`src/rtl/pmt_map.svh`:
```
// Register map, field positions, reset values and timing counts of the period match timer
`ifndef PMT_MAP_SVH
`define PMT_MAP_SVH
// ----------------------------------------
// Register indices (byte address is index times four)
// ----------------------------------------
`define PMT_IDX_PENDING 8'h0c
`define PMT_IDX_COUNT 8'h11
`define PMT_IDX_CTRL 8'h12
`define PMT_IDX_IRQEN 8'h8c
`define PMT_IDX_PERIOD 8'h92
// ----------------------------------------
// Field positions
// ----------------------------------------
`define PMT_MATCH_FLAG_BIT 1
`define PMT_RUN_BIT 2
`define PMT_OUTDIV_LSB 3
`define PMT_OUTDIV_MSB 6
`define PMT_INDIV_LSB 0
`define PMT_INDIV_MSB 1
`define PMT_CTRL_MASK 8'h7f
// ----------------------------------------
// Reset values
// ----------------------------------------
`define PMT_RST_COUNT 8'h00
`define PMT_RST_PERIOD 8'hff
`define PMT_RST_CTRL 8'h00
`define PMT_RST_FLAGS 8'h00
// ----------------------------------------
// Timing counts: instruction-clock divider last value in reference-clock cycles, prescaler last values in instruction-clock cycles
// ----------------------------------------
`define PMT_ICLK_DIV 2'h3
`define PMT_PRE_LAST_DIV4 4'h3
`define PMT_PRE_LAST_DIV16 4'hf
`endif

```
`src/rtl/pmt_pkg.sv`:
```
// Types shared by the period match timer
`default_nettype none
package pmt_pkg;
  typedef enum logic [1:0] {
    PMT_PRE_DIV1 = 2'b00,
    PMT_PRE_DIV4 = 2'b01,
    PMT_PRE_DIV16A = 2'b10,
    PMT_PRE_DIV16B = 2'b11
  } pmt_prediv_e;
  typedef logic [7:0] pmt_byte_t;
endpackage
`default_nettype wire

```
`src/rtl/pmt_wb_slave.sv`:
```
// Classic Wishbone slave front end of the period match timer
`timescale 1ns/1ps
`default_nettype none
module pmt_wb_slave
  import pmt_pkg::*;
(
  // Clock and reset
  input wire logic ref_clk,
  input wire logic resetn,
  // Wishbone
  input wire logic wb_cyc_i,
  input wire logic wb_stb_i,
  input wire logic wb_we_i,
  input wire logic [31:0] wb_adr_i,
  input wire logic [3:0] wb_sel_i,
  output logic wb_ack_o,
  // Register side
  output logic acc_o,
  output logic acc_we_o,
  output logic [7:0] acc_idx_o,
  output logic acc_lane0_o
);
  logic ack_reg;
  logic ack_next;

  // ----------------------------------------
  // One-wait-state acknowledge
  // ----------------------------------------
  always_comb begin
    ack_next = wb_cyc_i & wb_stb_i & ~ack_reg;
  end

  always_ff @(posedge ref_clk or negedge resetn) begin
    if (!resetn) begin
      ack_reg <= 1'b0;
    end else begin
      ack_reg <= ack_next;
    end
  end

  assign wb_ack_o = ack_reg;
  // Access applied on the edge that raises ack, so read data and read-clear agree
  assign acc_o = ack_next;
  assign acc_we_o = wb_we_i;
  assign acc_idx_o = wb_adr_i[9:2];
  assign acc_lane0_o = wb_sel_i[0];
endmodule
`default_nettype wire

```
`src/rtl/pmt_timer.sv`:
```
// Period match timer top: counter, prescaler, postscaler, flags and registers
// ----------------------------------------
// How it works
// - Counter counts up, wraps to zero after match
// - Period register read/write, resets to all ones
// - Counter register read/write, reset to zero
// - Prescaler divides by one, four or sixteen
// - Postscaler divides matches by field plus one
// - Postscaler terminal count sets sticky match flag
// - Counter or control write clears both scalers
// - Control write leaves counter value alone
// - Run bit enables counting, clear stops it
// - Pre-postscaler match pulse goes to serial port
// - Counter value and match go to PWM
// - Control top bit reads zero, fields reset zero
// ----------------------------------------
`timescale 1ns/1ps
`default_nettype none
`include "pmt_map.svh"
module pmt_timer
  import pmt_pkg::*;
(
  // Clock and reset
  input wire logic ref_clk,
  input wire logic resetn,
  // Wishbone slave
  input wire logic wb_cyc_i,
  input wire logic wb_stb_i,
  input wire logic wb_we_i,
  input wire logic [31:0] wb_adr_i,
  input wire logic [31:0] wb_dat_i,
  input wire logic [3:0] wb_sel_i,
  output logic [31:0] wb_dat_o,
  output logic wb_ack_o,
  // Interrupt
  output logic irq,
  // Serial port and PWM time base
  output logic sync_serial_port_shift_tick,
  output logic capture_compare_pwm_unit_match,
  output logic [7:0] capture_compare_pwm_unit_count
);
  logic acc;
  logic acc_we;
  logic [7:0] acc_idx;
  logic acc_lane0;
  logic wr;
  logic rd;
  logic [7:0] wdat;

  logic [1:0] iclk_reg, iclk_next;
  logic [3:0] pre_reg, pre_next;
  logic [3:0] post_reg, post_next;
  logic [7:0] count_reg, count_next;
  logic [7:0] period_reg, period_next;
  logic [6:0] ctrl_reg, ctrl_next;
  logic flag_reg, flag_next;
  logic irqen_reg, irqen_next;
  logic [31:0] rdat_reg, rdat_next;
  logic match_reg, match_next;

  logic iclk_tick;
  logic pre_tick;
  logic match_now;
  logic post_term;
  logic run;
  logic [3:0] pre_last;
  logic [3:0] post_last;

  // ----------------------------------------
  // Bus front end
  // ----------------------------------------
  pmt_wb_slave u_wb (
    .ref_clk(ref_clk),
    .resetn(resetn),
    .wb_cyc_i(wb_cyc_i),
    .wb_stb_i(wb_stb_i),
    .wb_we_i(wb_we_i),
    .wb_adr_i(wb_adr_i),
    .wb_sel_i(wb_sel_i),
    .wb_ack_o(wb_ack_o),
    .acc_o(acc),
    .acc_we_o(acc_we),
    .acc_idx_o(acc_idx),
    .acc_lane0_o(acc_lane0)
  );

  assign wr = acc & acc_we & acc_lane0;
  assign rd = acc & ~acc_we;
  assign wdat = wb_dat_i[7:0];

  function automatic logic hit(input logic [7:0] idx, input logic [7:0] want);
    hit = (idx == want);
  endfunction

  function automatic logic [3:0] pre_limit(input logic [1:0] sel);
    case (sel)
      PMT_PRE_DIV1: pre_limit = 4'h0;
      PMT_PRE_DIV4: pre_limit = `PMT_PRE_LAST_DIV4;
      default: pre_limit = `PMT_PRE_LAST_DIV16;
    endcase
  endfunction

  // ----------------------------------------
  // Time base
  // ----------------------------------------
  assign run = ctrl_reg[`PMT_RUN_BIT];
  assign pre_last = pre_limit(ctrl_reg[`PMT_INDIV_MSB:`PMT_INDIV_LSB]);
  assign post_last = ctrl_reg[`PMT_OUTDIV_MSB:`PMT_OUTDIV_LSB];
  assign iclk_tick = (iclk_reg == `PMT_ICLK_DIV);
  assign pre_tick = run & iclk_tick & (pre_reg == pre_last);
  assign match_now = pre_tick & (count_reg == period_reg);
  assign post_term = match_now & (post_reg == post_last);

  always_comb begin
    iclk_next = iclk_reg + 2'h1;
    pre_next = pre_reg;
    post_next = post_reg;
    count_next = count_reg;
    match_next = match_now;
    if (run && iclk_tick) begin
      pre_next = (pre_reg == pre_last) ? 4'h0 : pre_reg + 4'h1;
    end
    if (pre_tick) begin
      count_next = match_now ? 8'h00 : count_reg + 8'h01;
    end
    if (match_now) begin
      post_next = post_term ? 4'h0 : post_reg + 4'h1;
    end
    if (wr && hit(acc_idx, `PMT_IDX_COUNT)) begin
      count_next = wdat;
      pre_next = 4'h0;
      post_next = 4'h0;
    end
    if (wr && hit(acc_idx, `PMT_IDX_CTRL)) begin
      pre_next = 4'h0;
      post_next = 4'h0;
    end
  end

  always_ff @(posedge ref_clk or negedge resetn) begin
    if (!resetn) begin
      iclk_reg <= 2'h0;
      pre_reg <= 4'h0;
      post_reg <= 4'h0;
      count_reg <= `PMT_RST_COUNT;
      match_reg <= 1'b0;
    end else begin
      iclk_reg <= iclk_next;
      pre_reg <= pre_next;
      post_reg <= post_next;
      count_reg <= count_next;
      match_reg <= match_next;
    end
  end

  // ----------------------------------------
  // Registers and flags
  // ----------------------------------------
  always_comb begin
    period_next = period_reg;
    ctrl_next = ctrl_reg;
    irqen_next = irqen_reg;
    flag_next = flag_reg;
    rdat_next = 32'h0;
    if (rd && hit(acc_idx, `PMT_IDX_PENDING)) begin
      flag_next = 1'b0;
    end
    if (wr && hit(acc_idx, `PMT_IDX_PENDING)) begin
      flag_next = wdat[`PMT_MATCH_FLAG_BIT];
    end
    if (post_term) begin
      flag_next = 1'b1;
    end
    if (wr && hit(acc_idx, `PMT_IDX_PERIOD)) begin
      period_next = wdat;
    end
    if (wr && hit(acc_idx, `PMT_IDX_CTRL)) begin
      ctrl_next = wdat[6:0];
    end
    if (wr && hit(acc_idx, `PMT_IDX_IRQEN)) begin
      irqen_next = wdat[`PMT_MATCH_FLAG_BIT];
    end
    if (acc_idx == `PMT_IDX_PENDING) begin
      rdat_next[`PMT_MATCH_FLAG_BIT] = flag_reg;
    end else if (acc_idx == `PMT_IDX_COUNT) begin
      rdat_next[7:0] = count_reg;
    end else if (acc_idx == `PMT_IDX_CTRL) begin
      rdat_next[7:0] = {1'b0, ctrl_reg};
    end else if (acc_idx == `PMT_IDX_IRQEN) begin
      rdat_next[`PMT_MATCH_FLAG_BIT] = irqen_reg;
    end else if (acc_idx == `PMT_IDX_PERIOD) begin
      rdat_next[7:0] = period_reg;
    end
  end

  always_ff @(posedge ref_clk or negedge resetn) begin
    if (!resetn) begin
      period_reg <= `PMT_RST_PERIOD;
      ctrl_reg <= 7'(`PMT_RST_CTRL);
      irqen_reg <= 1'b0;
      flag_reg <= 1'b0;
      rdat_reg <= 32'h0;
    end else begin
      period_reg <= period_next;
      ctrl_reg <= ctrl_next;
      irqen_reg <= irqen_next;
      flag_reg <= flag_next;
      rdat_reg <= rdat_next;
    end
  end

  // ----------------------------------------
  // Outputs
  // ----------------------------------------
  assign wb_dat_o = rdat_reg;
  assign irq = flag_reg & irqen_reg;
  assign sync_serial_port_shift_tick = match_reg;
  assign capture_compare_pwm_unit_match = match_reg;
  assign capture_compare_pwm_unit_count = count_reg;
endmodule
`default_nettype wire

```
`config.mk`:
```
export PLATFORM = sky130hd
export DESIGN_NAME = pmt_timer
export DESIGN_NICKNAME = d
export VERILOG_FILES = /design/src/rtl/pmt_pkg.sv /design/src/rtl/pmt_wb_slave.sv /design/src/rtl/pmt_timer.sv
export VERILOG_INCLUDE_DIRS = /design/src /design/src/rtl
export SDC_FILE = /design/constraint.sdc
export NUM_CORES = 1
export LEC_CHECK = 0
export ABC_AREA = 0
export BUFFER_PORTS_ARGS = -buffer_cell sky130_fd_sc_hd__buf_4
export CORE_MARGIN = 2
export CORE_UTILIZATION = 45
export DETAILED_ROUTE_END_ITERATION = 7
export GPL_ROUTABILITY_DRIVEN = 0
export PLACE_DENSITY_LB_ADDON = 0.25
export REMOVE_ABC_BUFFERS = 1
export SLEW_MARGIN = 20
export SYNTH_ARGS = -nofsm -noshare
export SYNTH_HDL_FRONTEND = slang
export SYNTH_SLANG_ARGS = --single-unit
```
`constraint.sdc`:
```
create_clock -name ref_clk -period 4.5 [get_ports ref_clk]
set_clock_uncertainty 0.2 [all_clocks]
set_input_delay 0.45 -clock ref_clk [delete_from_list [all_inputs] [get_ports ref_clk]]
set_output_delay 0.45 -clock ref_clk [all_outputs]
set_load 0.05 [all_outputs]
```
==> metrics.txt, run 1 <==
cell breakdown of the critical path buf_4 > or4b_4 > nor3_2 > nand2_1 > mux2_2; multi-input gate area in the final layout 1260 um^2; share of synthesized cell area in and, or, nand and nor gates 0.167; first-pass iteration count of the detailed router 5; number of enable-type register cells in the synthesized netlist 0; CP startpoint kind primary input; final number of setup-violating endpoints 0; nets@finish 364; Syn Std Cell Area 2560 um^2; run status finished, final reports clean; Initial Util 0.466; final worst-path setup slack 1940 ps; final count of pins violating max slew 0; Worst R2R Start ctrl_reg[1]; endpoint of the worst register-to-register path post_reg[2]; overflow left after global routing 0; number of cells produced by synthesis 244; detailed-route wire length per cell 15.0 um; worst vdd rail ir drop 0.000118 V; top achievable clock speed 390 MHz; CP Class in -> reg; mean number of vias per cell 5.57; aggregate routed wire length 5.42 mm; die span in y 79.5 um; total core area 5510 um^2; Hold WC Path Type in -> reg; number of cells traversed by the worst register-to-register path 5; leakage power total 1.35 nW; sum of negative setup slack 0 ps; count of H-tree levels built during CTS 2; adder and majority cell fraction of the synthesized area 0.0195; Max Cap Viol 0; number of antenna violations at the first check in global routing 0; power density over cell area 261 nW/um^2; area share of the largest cell type after synthesis 0.361; actual slew at the worst max-slew pin 1010 ps; combined flip-flop and latch cell area 1140 um^2; clock sinks 45; count of filler cells inserted in the layout 527; cell taking the most area after synthesis sky130_fd_sc_hd__dfrtp_1; insertion delay to the later sink of the worst-skew pair 290 ps; Sw Ratio 0.272; number of storage elements in the synthesis netlist 45; Slowest Stage Delay on Critical Path 570 ps; first-iteration detailed-routing DRC count 120; clock buffer depth 2; Worst Path Buf+Inv 1; crit path capture type flop; dpl ws 1660 ps; internal power 0.561 mW; Top-Level Pins 117; shortest period the worst path allows 2560 ps; highest-utilization routing layer at the global route stage met2; met1 Use GR 0.242; cell type group with the largest total delay on the critical path simple AND/OR/NAND/NOR gates; period utilization 0.569; Final HPWL DP 4.02 mm; Crit path arrival time 2580 ps; sequential fraction of the synthesis area 0.443; clock tree from TritonCTS done; WHS Endpoint capture_compare_pwm_unit_count[0]; critical-path cell with the highest stage delay sky130_fd_sc_hd__nor3_2; area added between synthesis and finish 15.2%; startpoint of the worst hold path wb_dat_i[0]; number of global-route vias before repair 1814; relative contribution of combinational cells to total power 0.133; antenna cells 0; dominant combinational cell family by area after synthesis simple AND/OR/NAND/NOR gates; Placement Rows 27; met2 usage 0.296; slack of the worst reg-to-reg path 2150 ps; count of distinct cell types in the synthesized netlist 53; Port Buffers 41; pin count of the biggest net entering global routing 46; cell types with the largest area share after synthesis sky130_fd_sc_hd__dfrtp_1 36%, sky130_fd_sc_hd__dfstp_2 8.2%, sky130_fd_sc_hd__mux2_2 7.5%; CP Data Required Time 4520 ps; root buffer selected by CTS sky130_fd_sc_hd__clkbuf_8; number of DRC violations after detailed routing 0; cell count of the worst hold path 3; share of flip-flops with an asynchronous set or reset 1.00; wire length of the first global-routing pass 8.98 mm; fraction of final layout cells sized beyond drive strength 1 0.306; DIE AREA 6320 um^2; multiplexer share of the synthesized area 0.0785; GR met3 Demand/Resource 0.0430; part of the total power dissipated in the clock network 0.327; share of the synthesized area in compound gates (AO/OA/AOI/OAI) 0.140; commonest register cell after synthesis sky130_fd_sc_hd__dfrtp_1; CTS buffer count 5; power share of the sequential group 0.540; maximum net fanout on the critical path 8; unrepaired setup endpoints after global routing no; xor-xnor portion of the synthesized cell area 0.0512; number of vias in the routed layout 2005; Yosys warnings 0; die extent in x 79.5 um; number of nets with antenna violations after detailed routing 0; Final Hold Viols 0; register clock-pin slew on the reported worst setup and hold paths 70 ps; mean post-synth cell area 10.5 um^2; power dissipated by switching net loads 0.210 mW; overall routing resource usage 0.182; headroom to the max-slew limit 0.320
placed cells by master (no fill, tap or decap), drive strengths merged, types with 2 or more instances in the layout:
master  instances
buf            43
mux2           17
o211ai          2
nand2b          6
xor2            2
o22ai           2
a31o            5
ha              4
dfrtp          37
dfstp           8
inv            12
o21ai           9
xnor2          13
conb           24
nor2            9
or4             2
nor3            6
nand2          11
clkbuf          8
nand3          17
and3            4
a222oi          6
o41ai           5
nand4           4
and3b           2
a21oi           6
nor4            3
power groups by stage:
stage          combinational, mW  sequential (mW)  clock [mW]
2_1_floorplan             0.0626            0.428           0
3_3_place_gp               0.101            0.424           0
3_5_place_dp               0.102            0.424           0
4_1_cts                    0.103            0.416       0.258
5_1_grt                    0.111            0.417       0.279
6_report                   0.102            0.416       0.253
how the worst max path moves through the flow:
stage | from | endpoint | slack, ps | cells past startpoint
floorplan | wb_adr_i[5] | capture_compare_pwm_unit_count[5] | 1900 | 4
global placement | wb_adr_i[5] | period_reg[6] | 1680 | 5
detailed placement | wb_adr_i[5] | period_reg[0] | 1660 | 5
CTS | wb_adr_i[5] | period_reg[0] | 1920 | 5
global route | wb_adr_i[5] | period_reg[0] | 1890 | 5
finish | wb_adr_i[5] | period_reg[0] | 1940 | 5
through the flow:
step	area [um^2]	total power, mW	std cells	hold WS [ps]	utilization
6_report	2950	0.771	360	180	0.536
5_1_grt	2950	0.807	360	196	0.536
4_1_cts	2950	0.777	360	176	0.536
3_5_place_dp	2850	0.526	351	225	0.518
3_3_place_gp	2850	0.525	351	214	0.518
2_1_floorplan	2440	0.491	236	-45.6	-
layout make-up:
class,instances,share of cell area
flip-flops and latches,45,0.385
multi-input cells,179,0.427
inverters,12,0.0152
clock buffers,8,0.0305
well taps,72,0.0305
repair buffers,44,0.113
cell usage after synthesis (2+ instances only):
library cell and instances:
sky130_fd_sc_hd__a21oi_1 6, sky130_fd_sc_hd__nor3_2 2, sky130_fd_sc_hd__ha_1 4, sky130_fd_sc_hd__and3_1 4
sky130_fd_sc_hd__and3b_1 2, sky130_fd_sc_hd__o211ai_1 2, sky130_fd_sc_hd__xor2_1 2, sky130_fd_sc_hd__o41ai_1 5
sky130_fd_sc_hd__dfstp_2 8, sky130_fd_sc_hd__a31o_2 5, sky130_fd_sc_hd__nand3_1 17, sky130_fd_sc_hd__buf_4 25
sky130_fd_sc_hd__dfrtp_1 37, sky130_fd_sc_hd__o22ai_1 2, sky130_fd_sc_hd__a222oi_1 6, sky130_fd_sc_hd__clkbuf_1 6
sky130_fd_sc_hd__nand2b_1 6, sky130_fd_sc_hd__nor2_1 8, sky130_fd_sc_hd__nand4_1 4, sky130_fd_sc_hd__nor4_1 2
sky130_fd_sc_hd__nand2_1 11, sky130_fd_sc_hd__mux2_2 17, sky130_fd_sc_hd__xnor2_1 13, sky130_fd_sc_hd__nor3_1 3
sky130_fd_sc_hd__o21ai_0 8, sky130_fd_sc_hd__inv_1 12
metal layers:
layer | wire [um] | share of wire | vias to the layer above
li1 | - | - | 936
met1 | 2310 | 0.43 | 989
met2 | 2710 | 0.50 | 75
met3 | 339 | 0.063 | 5
met4 | 54 | 0.010 | 0
met5 | 0 | 0 | -
kinds of logic (layout without fill, tap and decap cells):
| logic type | after synthesis | count (layout) |
|---|---|---|
| adder cells (fa/ha/maj) | 4 | 4 |
| XOR/XNOR | 15 | 15 |
| buffers and inverters | 43 | 64 |
| AO/OA/AOI/OAI | 47 | 47 |
| AND/OR/NAND/NOR | 71 | 71 |
| flip-flops | 45 | 45 |
| multiplexers | 18 | 18 |
| other | 1 | 24 |
what timing repair did:
item / CTS / global route
hold buffers: 1 / 0
resized for setup: 0 / 0
endpoints found under the setup margin: 0 / 0
setup buffers: 0 / 0
endpoints found under the hold margin: 37 / 0
worst reg2reg max path: cells and delay by family, from the launching register on:
family	cells	cell delay, ps
AOI/OAI and AO/OA	2	500
and+or+nand+nor	3	1160
DFF	1	430
Note: power is estimated with default switching activity, not from simulation.
==> run 2, diff against run 1 <==
Clock period 4.5 ns to 2.6 ns, I/O delays scaled along.
==> metrics.txt, run 2 (same netlist as run 1, synthesis figures left out) <==
register clock-pin slew on the reported worst setup and hold paths 80 ps (about the same); clock buffer depth 2 (unchanged); CP startpoint ctrl_reg[1]; critical-path cell with the highest stage delay sky130_fd_sc_hd__or4_4; overall routing resource usage 0.183 (+0.00154); total core area 5510 um^2 (unchanged); CP Class reg -> reg; most common cell after layout, fill and taps aside sky130_fd_sc_hd__buf_4; sum of negative setup slack 0 ps (unchanged); Port Buffers 41 (unchanged); actual slew at the worst max-slew pin 563 ps (-451 ps); highest-count cells in the layout ignoring fill and taps 49 x sky130_fd_sc_hd__buf_4, 37 x sky130_fd_sc_hd__dfrtp_1, 24 x sky130_fd_sc_hd__conb_1; number of cells traversed by the worst register-to-register path 5 (unchanged); maximum net fanout on the critical path 9 (+1); Detail Route met2 WL 2.62 mm (-3.4%); crit path capture type flop; wire length of the first global-routing pass 9.07 mm (+0.92%); first-iteration detailed-routing DRC count 175 (+46%); top achievable clock speed 424 MHz; CTS buffer count 5 (unchanged); fraction of final layout cells sized beyond drive strength 1 0.324 (+0.0188); die extent in x 79.5 um (unchanged); mean number of vias per cell 5.51 (-1.1%); highest signal layer in the routed design met4; insertion delay to the later sink of the worst-skew pair 290 ps (about the same); end point of the critical path post_reg[2]; Slowest Stage Delay on Critical Path 560 ps (about the same); cell type group with the largest total delay on the critical path simple AND/OR/NAND/NOR gates; number of buffers inserted to repair setup after CTS 0 (unchanged); period utilization 0.908; leakage power total 1.40 nW (+3.5%); DIE AREA 6320 um^2 (unchanged); first-pass iteration count of the detailed router 5 (unchanged); count of H-tree levels built during CTS 2 (unchanged); root buffer selected by CTS sky130_fd_sc_hd__clkbuf_8; Final Hold Viols 0 (unchanged); power density over cell area 450 nW/um^2 (+72%); clock tree from TritonCTS done; Max Cap Viol 0 (unchanged); met3 WL 337 um (-0.59%); run status finished, final reports clean; Hold WC Path Type in -> reg; aggregate routed wire length 5.36 mm (-1.1%); cell breakdown of the critical path or4_4 > a221o_1 > nor3_4 > and4_1 > o21ba_1; nets@finish 372 (+2.2%); clock sinks 45 (unchanged); CP startpoint kind flop; overall power 1.36 mW (+77%); Crit path arrival time 2390 ps (-190 ps); final count of pins violating max slew 0 (unchanged); shortest period the worst path allows 2360 ps; Initial Util 0.466 (unchanged); post-CTS resize count 0 (unchanged); critical path depth in cells 5 (unchanged); slack of the worst reg-to-reg path 240 ps (-1910 ps); overflow left after global routing 0 (unchanged); hold_buf cts 3 (+2); area added between synthesis and finish 18.1%; Routed met1 length 2.34 mm (+1.2%); Worst R2R Start ctrl_reg[1]; Worst Path Buf+Inv 0 (-1); number of global-route vias before repair 1922 (+6.0%); number of vias in the routed layout 2028 (+1.1%); worst vdd rail ir drop 0.000222 V (+88%); antenna cells 0 (unchanged); die span in y 79.5 um (unchanged); Top-Level Pins 117 (unchanged); Placement Rows 27 (unchanged); number of nets with antenna violations after detailed routing 0 (unchanged); pin count of the biggest net entering global routing 46 (unchanged); final number of setup-violating endpoints 0 (unchanged); headroom to the max-slew limit 0.625 (+0.305); detailed-route wire length per cell 14.6 um (-3.3%); endpoint of the worst register-to-register path post_reg[2]; count of filler cells inserted in the layout 508 (-3.6%); number of antenna violations at the first check in global routing 0 (unchanged); unrepaired setup endpoints after global routing no; Final HPWL DP 4.02 mm (about the same); CP Data Required Time 2630 ps (-1890 ps); number of DRC violations after detailed routing 0 (unchanged)
run 2: changes by cell type in the layout (fill, tap and decap cells not counted):
cell	change
sky130_fd_sc_hd__dlygate4sd3_1	+2
sky130_fd_sc_hd__clkinv_2	+1
sky130_fd_sc_hd__clkbuf_8	+1
sky130_fd_sc_hd__buf_4	+6
sky130_fd_sc_hd__clkbuf_1	-2
run 2: worst min path at each step:
| stage | startpoint | end | slack [ps] | cells after the start |
|---|---|---|---|---|
| 6_report | wb_dat_i[7] | period_reg[7] | 10 | 2 |
| 2_1_floorplan | resetn | capture_compare_pwm_unit_count[0] | -240 | 0 |
| 4_1_cts | wb_dat_i[7] | period_reg[7] | 10 | 2 |
| 3_5_place_dp | resetn | wb_dat_o[2] | 90 | 1 |
| 5_1_grt | wb_dat_i[6] | ctrl_reg[6] | 4 | 2 |
| 3_3_place_gp | resetn | wb_dat_o[2] | 100 | 1 |
run 2: cell type report:
type	instances	area, um^2	share of cell area
clock buffer	7	96.3	0.0318
sequential	45	1140	0.375
clock inverter	1	5.00	0.00165
inverter	12	45.0	0.0149
tap	72	90.1	0.0297
timing repair buffer	52	398	0.131
multi-input combinational	179	1260	0.416
run 2: per-layer routing:
| layer | up-vias | global-route usage |
|---|---|---|
| met3 | 9 | 0.0419 |
| met5 | - | 0 |
| met1 | 996 | 0.246 |
| li1 | 955 | - |
| met2 | 68 | 0.297 |
| met4 | 0 | 0.0534 |
run 2: stage by stage:
step                hold slack [ps]  worst slack [ps]  std cells  utilization  area (um^2)
global placement               99.5               231        357        0.526         2900
CTS                            10.5               212        368        0.550         3030
finish                         14.1               239        368        0.550         3030
detailed placement             94.5               229        357        0.526         2900
floorplan                      -236               183        236            -         2440
global route                   3.61              88.6        368        0.550         3030
run 2: power by group:
group / leakage, nW / switching, mW / internal, mW / total (mW)
clock network: 0.0542 / 0.223 / 0.240 / 0.463
registers: 0.513 / 0.0109 / 0.710 / 0.721
logic: 0.831 / 0.133 / 0.0470 / 0.180
total: 1.40 / 0.367 / 0.997 / 1.36
==> run 3, diff against run 2 <==
Settings changed: CORE_MARGIN 2 to 3.
==> metrics.txt, run 3 (same netlist as run 1, synthesis figures left out) <==
overall routing resource usage 0.183 (-0.000771); detailed-route wire length per cell 15.5 um (+6.4%); power dissipated by switching net loads 0.381 mW (+3.9%); aggregate routed wire length 5.68 mm (+6.1%); CTS buffer count 5 (unchanged); die span in y 81.5 um (+2.5%); final number of setup-violating endpoints 0 (unchanged); final count of pins violating max slew 0 (unchanged); mean number of vias per cell 5.56 (+0.82%); Worst Hold Margin 7.27 ps (-6.87 ps); CP Data Required Time 2650 ps (+20 ps); Top-Level Pins 117 (unchanged); number of vias in the routed layout 2039 (+0.54%); fraction of final layout cells sized beyond drive strength 1 0.320 (-0.00446); Final HPWL DP 4.13 mm (+2.8%); maximum net fanout on the critical path 9 (unchanged); clock tree from TritonCTS done; number of antenna violations at the first check in global routing 0 (unchanged); final worst-path setup slack 218 ps (-20.6 ps); Port Buffers 41 (unchanged); Max Cap Viol 0 (unchanged); area added between synthesis and finish 17.7%; register clock-pin slew on the reported worst setup and hold paths 80 ps (about the same); number of DRC violations after detailed routing 0 (unchanged); nets@finish 373 (+0.27%); power density over cell area 440 nW/um^2 (-2.2%); shortest period the worst path allows 2380 ps (+20.6 ps); part of the total power dissipated in the clock network 0.321 (-0.019); highest-count cells in the layout ignoring fill and taps 50 x sky130_fd_sc_hd__buf_4, 37 x sky130_fd_sc_hd__dfrtp_1, 24 x sky130_fd_sc_hd__conb_1; post-CTS resize count 0 (unchanged); internal power 0.947 mW (-5.0%); headroom to the max-slew limit 0.613 (-0.0118); first-iteration detailed-routing DRC count 279 (+59%); actual slew at the worst max-slew pin 578 ps (+15.6 ps); insertion delay to the later sink of the worst-skew pair 300 ps (about the same); top achievable clock speed 420 MHz (-0.86%); DIE AREA 6640 um^2 (+5.1%); CP Class reg -> reg; post-place instance area 2900 um^2 (+0.17%); pin count of the biggest net entering global routing 46 (unchanged); Crit path arrival time 2430 ps (+40 ps); number of global-route vias before repair 1870 (-2.7%); die extent in x 81.5 um (+2.5%); number of buffers inserted to repair setup after CTS 0 (unchanged); count of H-tree levels built during CTS 2 (unchanged); unrepaired setup endpoints after global routing no; Placement Rows 26 (-3.7%); total placed cells including tap cells 356 (-0.28%); leakage power total 1.39 nW (-0.83%); root buffer selected by CTS sky130_fd_sc_hd__clkbuf_8; clock buffer depth 2 (unchanged); overflow left after global routing 0 (unchanged); cell area after layout 3020 um^2 (-0.41%); wire length of the first global-routing pass 9.20 mm (+1.4%); clock sinks 45 (unchanged); run status finished, final reports clean; Final Hold Viols 0 (unchanged); total core area 5300 um^2 (-3.7%); crit path capture type flop; Hold WC Path Type in -> reg; Final Instance Count excl. Fillers 367 (-0.27%); CP startpoint kind flop; Initial Util 0.484 (+0.0179); relative contribution of combinational cells to total power 0.136 (+0.004); power share of the sequential group 0.543 (+0.015); Sw Ratio 0.287 (+0.0178); count of filler cells inserted in the layout 458 (-9.8%); sum of negative setup slack 0 ps (unchanged); worst vdd rail ir drop 0.000229 V (+3.0%); most common cell after layout, fill and taps aside sky130_fd_sc_hd__buf_4; dpl ws 212 ps (-17.3 ps); antenna cells 0 (unchanged); first-pass iteration count of the detailed router 4 (-1); period utilization 0.916 (+0.00792); number of nets with antenna violations after detailed routing 0 (unchanged)
run 3: cell count changes in the layout (fill, tap and decap cells not counted):
cell,before,now
sky130_fd_sc_hd__clkbuf_8,7,5
sky130_fd_sc_hd__clkinv_2,1,0
sky130_fd_sc_hd__clkbuf_1,0,2
sky130_fd_sc_hd__clkinvlp_4,0,1
sky130_fd_sc_hd__buf_4,49,50
run 3: per-layer routing:
| layer | global-route usage | vias to the layer above | routed length (um) |
|---|---|---|---|
| met5 | 0 | - | 0 |
| met2 | 0.288 | 63 | 2660 |
| li1 | - | 962 | - |
| met1 | 0.251 | 1008 | 2610 |
| met3 | 0.0439 | 6 | 356 |
| met4 | 0.0507 | 0 | 58 |
run 3: power groups by stage:
stage                     combinational (mW)  clock [mW]  sequential [mW]
after floorplan                        0.108           0            0.741
after global placement                 0.176           0            0.733
after CTS                              0.181       0.438            0.720
after global routing                   0.197       0.470            0.722
after detailed placement               0.178           0            0.734
final                                  0.181       0.427            0.721
run 3: path summary, 6_finish.rpt:
check	startpoint	to	slack, ps	depth (start not counted)
hold / removal	wb_dat_i[6]	period_reg[6]	7	2
setup / recovery	ctrl_reg[1]	post_reg[2]	220	5
setup reg to reg	ctrl_reg[1]	post_reg[2]	220	5
hold reg to reg	iclk_reg[0]	iclk_reg[0]	230	1
min in group asynchronous	resetn	wb_dat_o[7]	290	2
max in group asynchronous	resetn	period_reg[1]	1520	2
run 3: repair_timing:
action / CTS / global route
hold buffers: 3 / 0
hold endpoints to repair: 39 / 0
endpoints found under the setup margin: 0 / 0
run 3: area by class of cell:
cell class              count  area [um^2]  share of cell area
multi-input cells         179         1260               0.417
flip-flops and latches     45         1140               0.376
repair buffers             53          405               0.134
well taps                  70         87.6              0.0290
clock buffers               7         76.3              0.0253
inverters                  12         45.0              0.0149
clock inverters             1         7.51             0.00249
run 3: critical path, cell delays in order (launching register included):
cell and delay, ps:
sky130_fd_sc_hd__dfrtp_1 440, sky130_fd_sc_hd__or4_4 560, sky130_fd_sc_hd__a221o_1 400, sky130_fd_sc_hd__nor3_4 370
sky130_fd_sc_hd__and4_1 250, sky130_fd_sc_hd__o21ba_1 110
run 3: through the flow:
stage / util / power, mW
3_3_place_gp: 0.548 / 0.909
4_1_cts: 0.569 / 1.34
5_1_grt: 0.569 / 1.39
2_1_floorplan: - / 0.850
3_5_place_dp: 0.548 / 0.911
6_report: 0.569 / 1.33
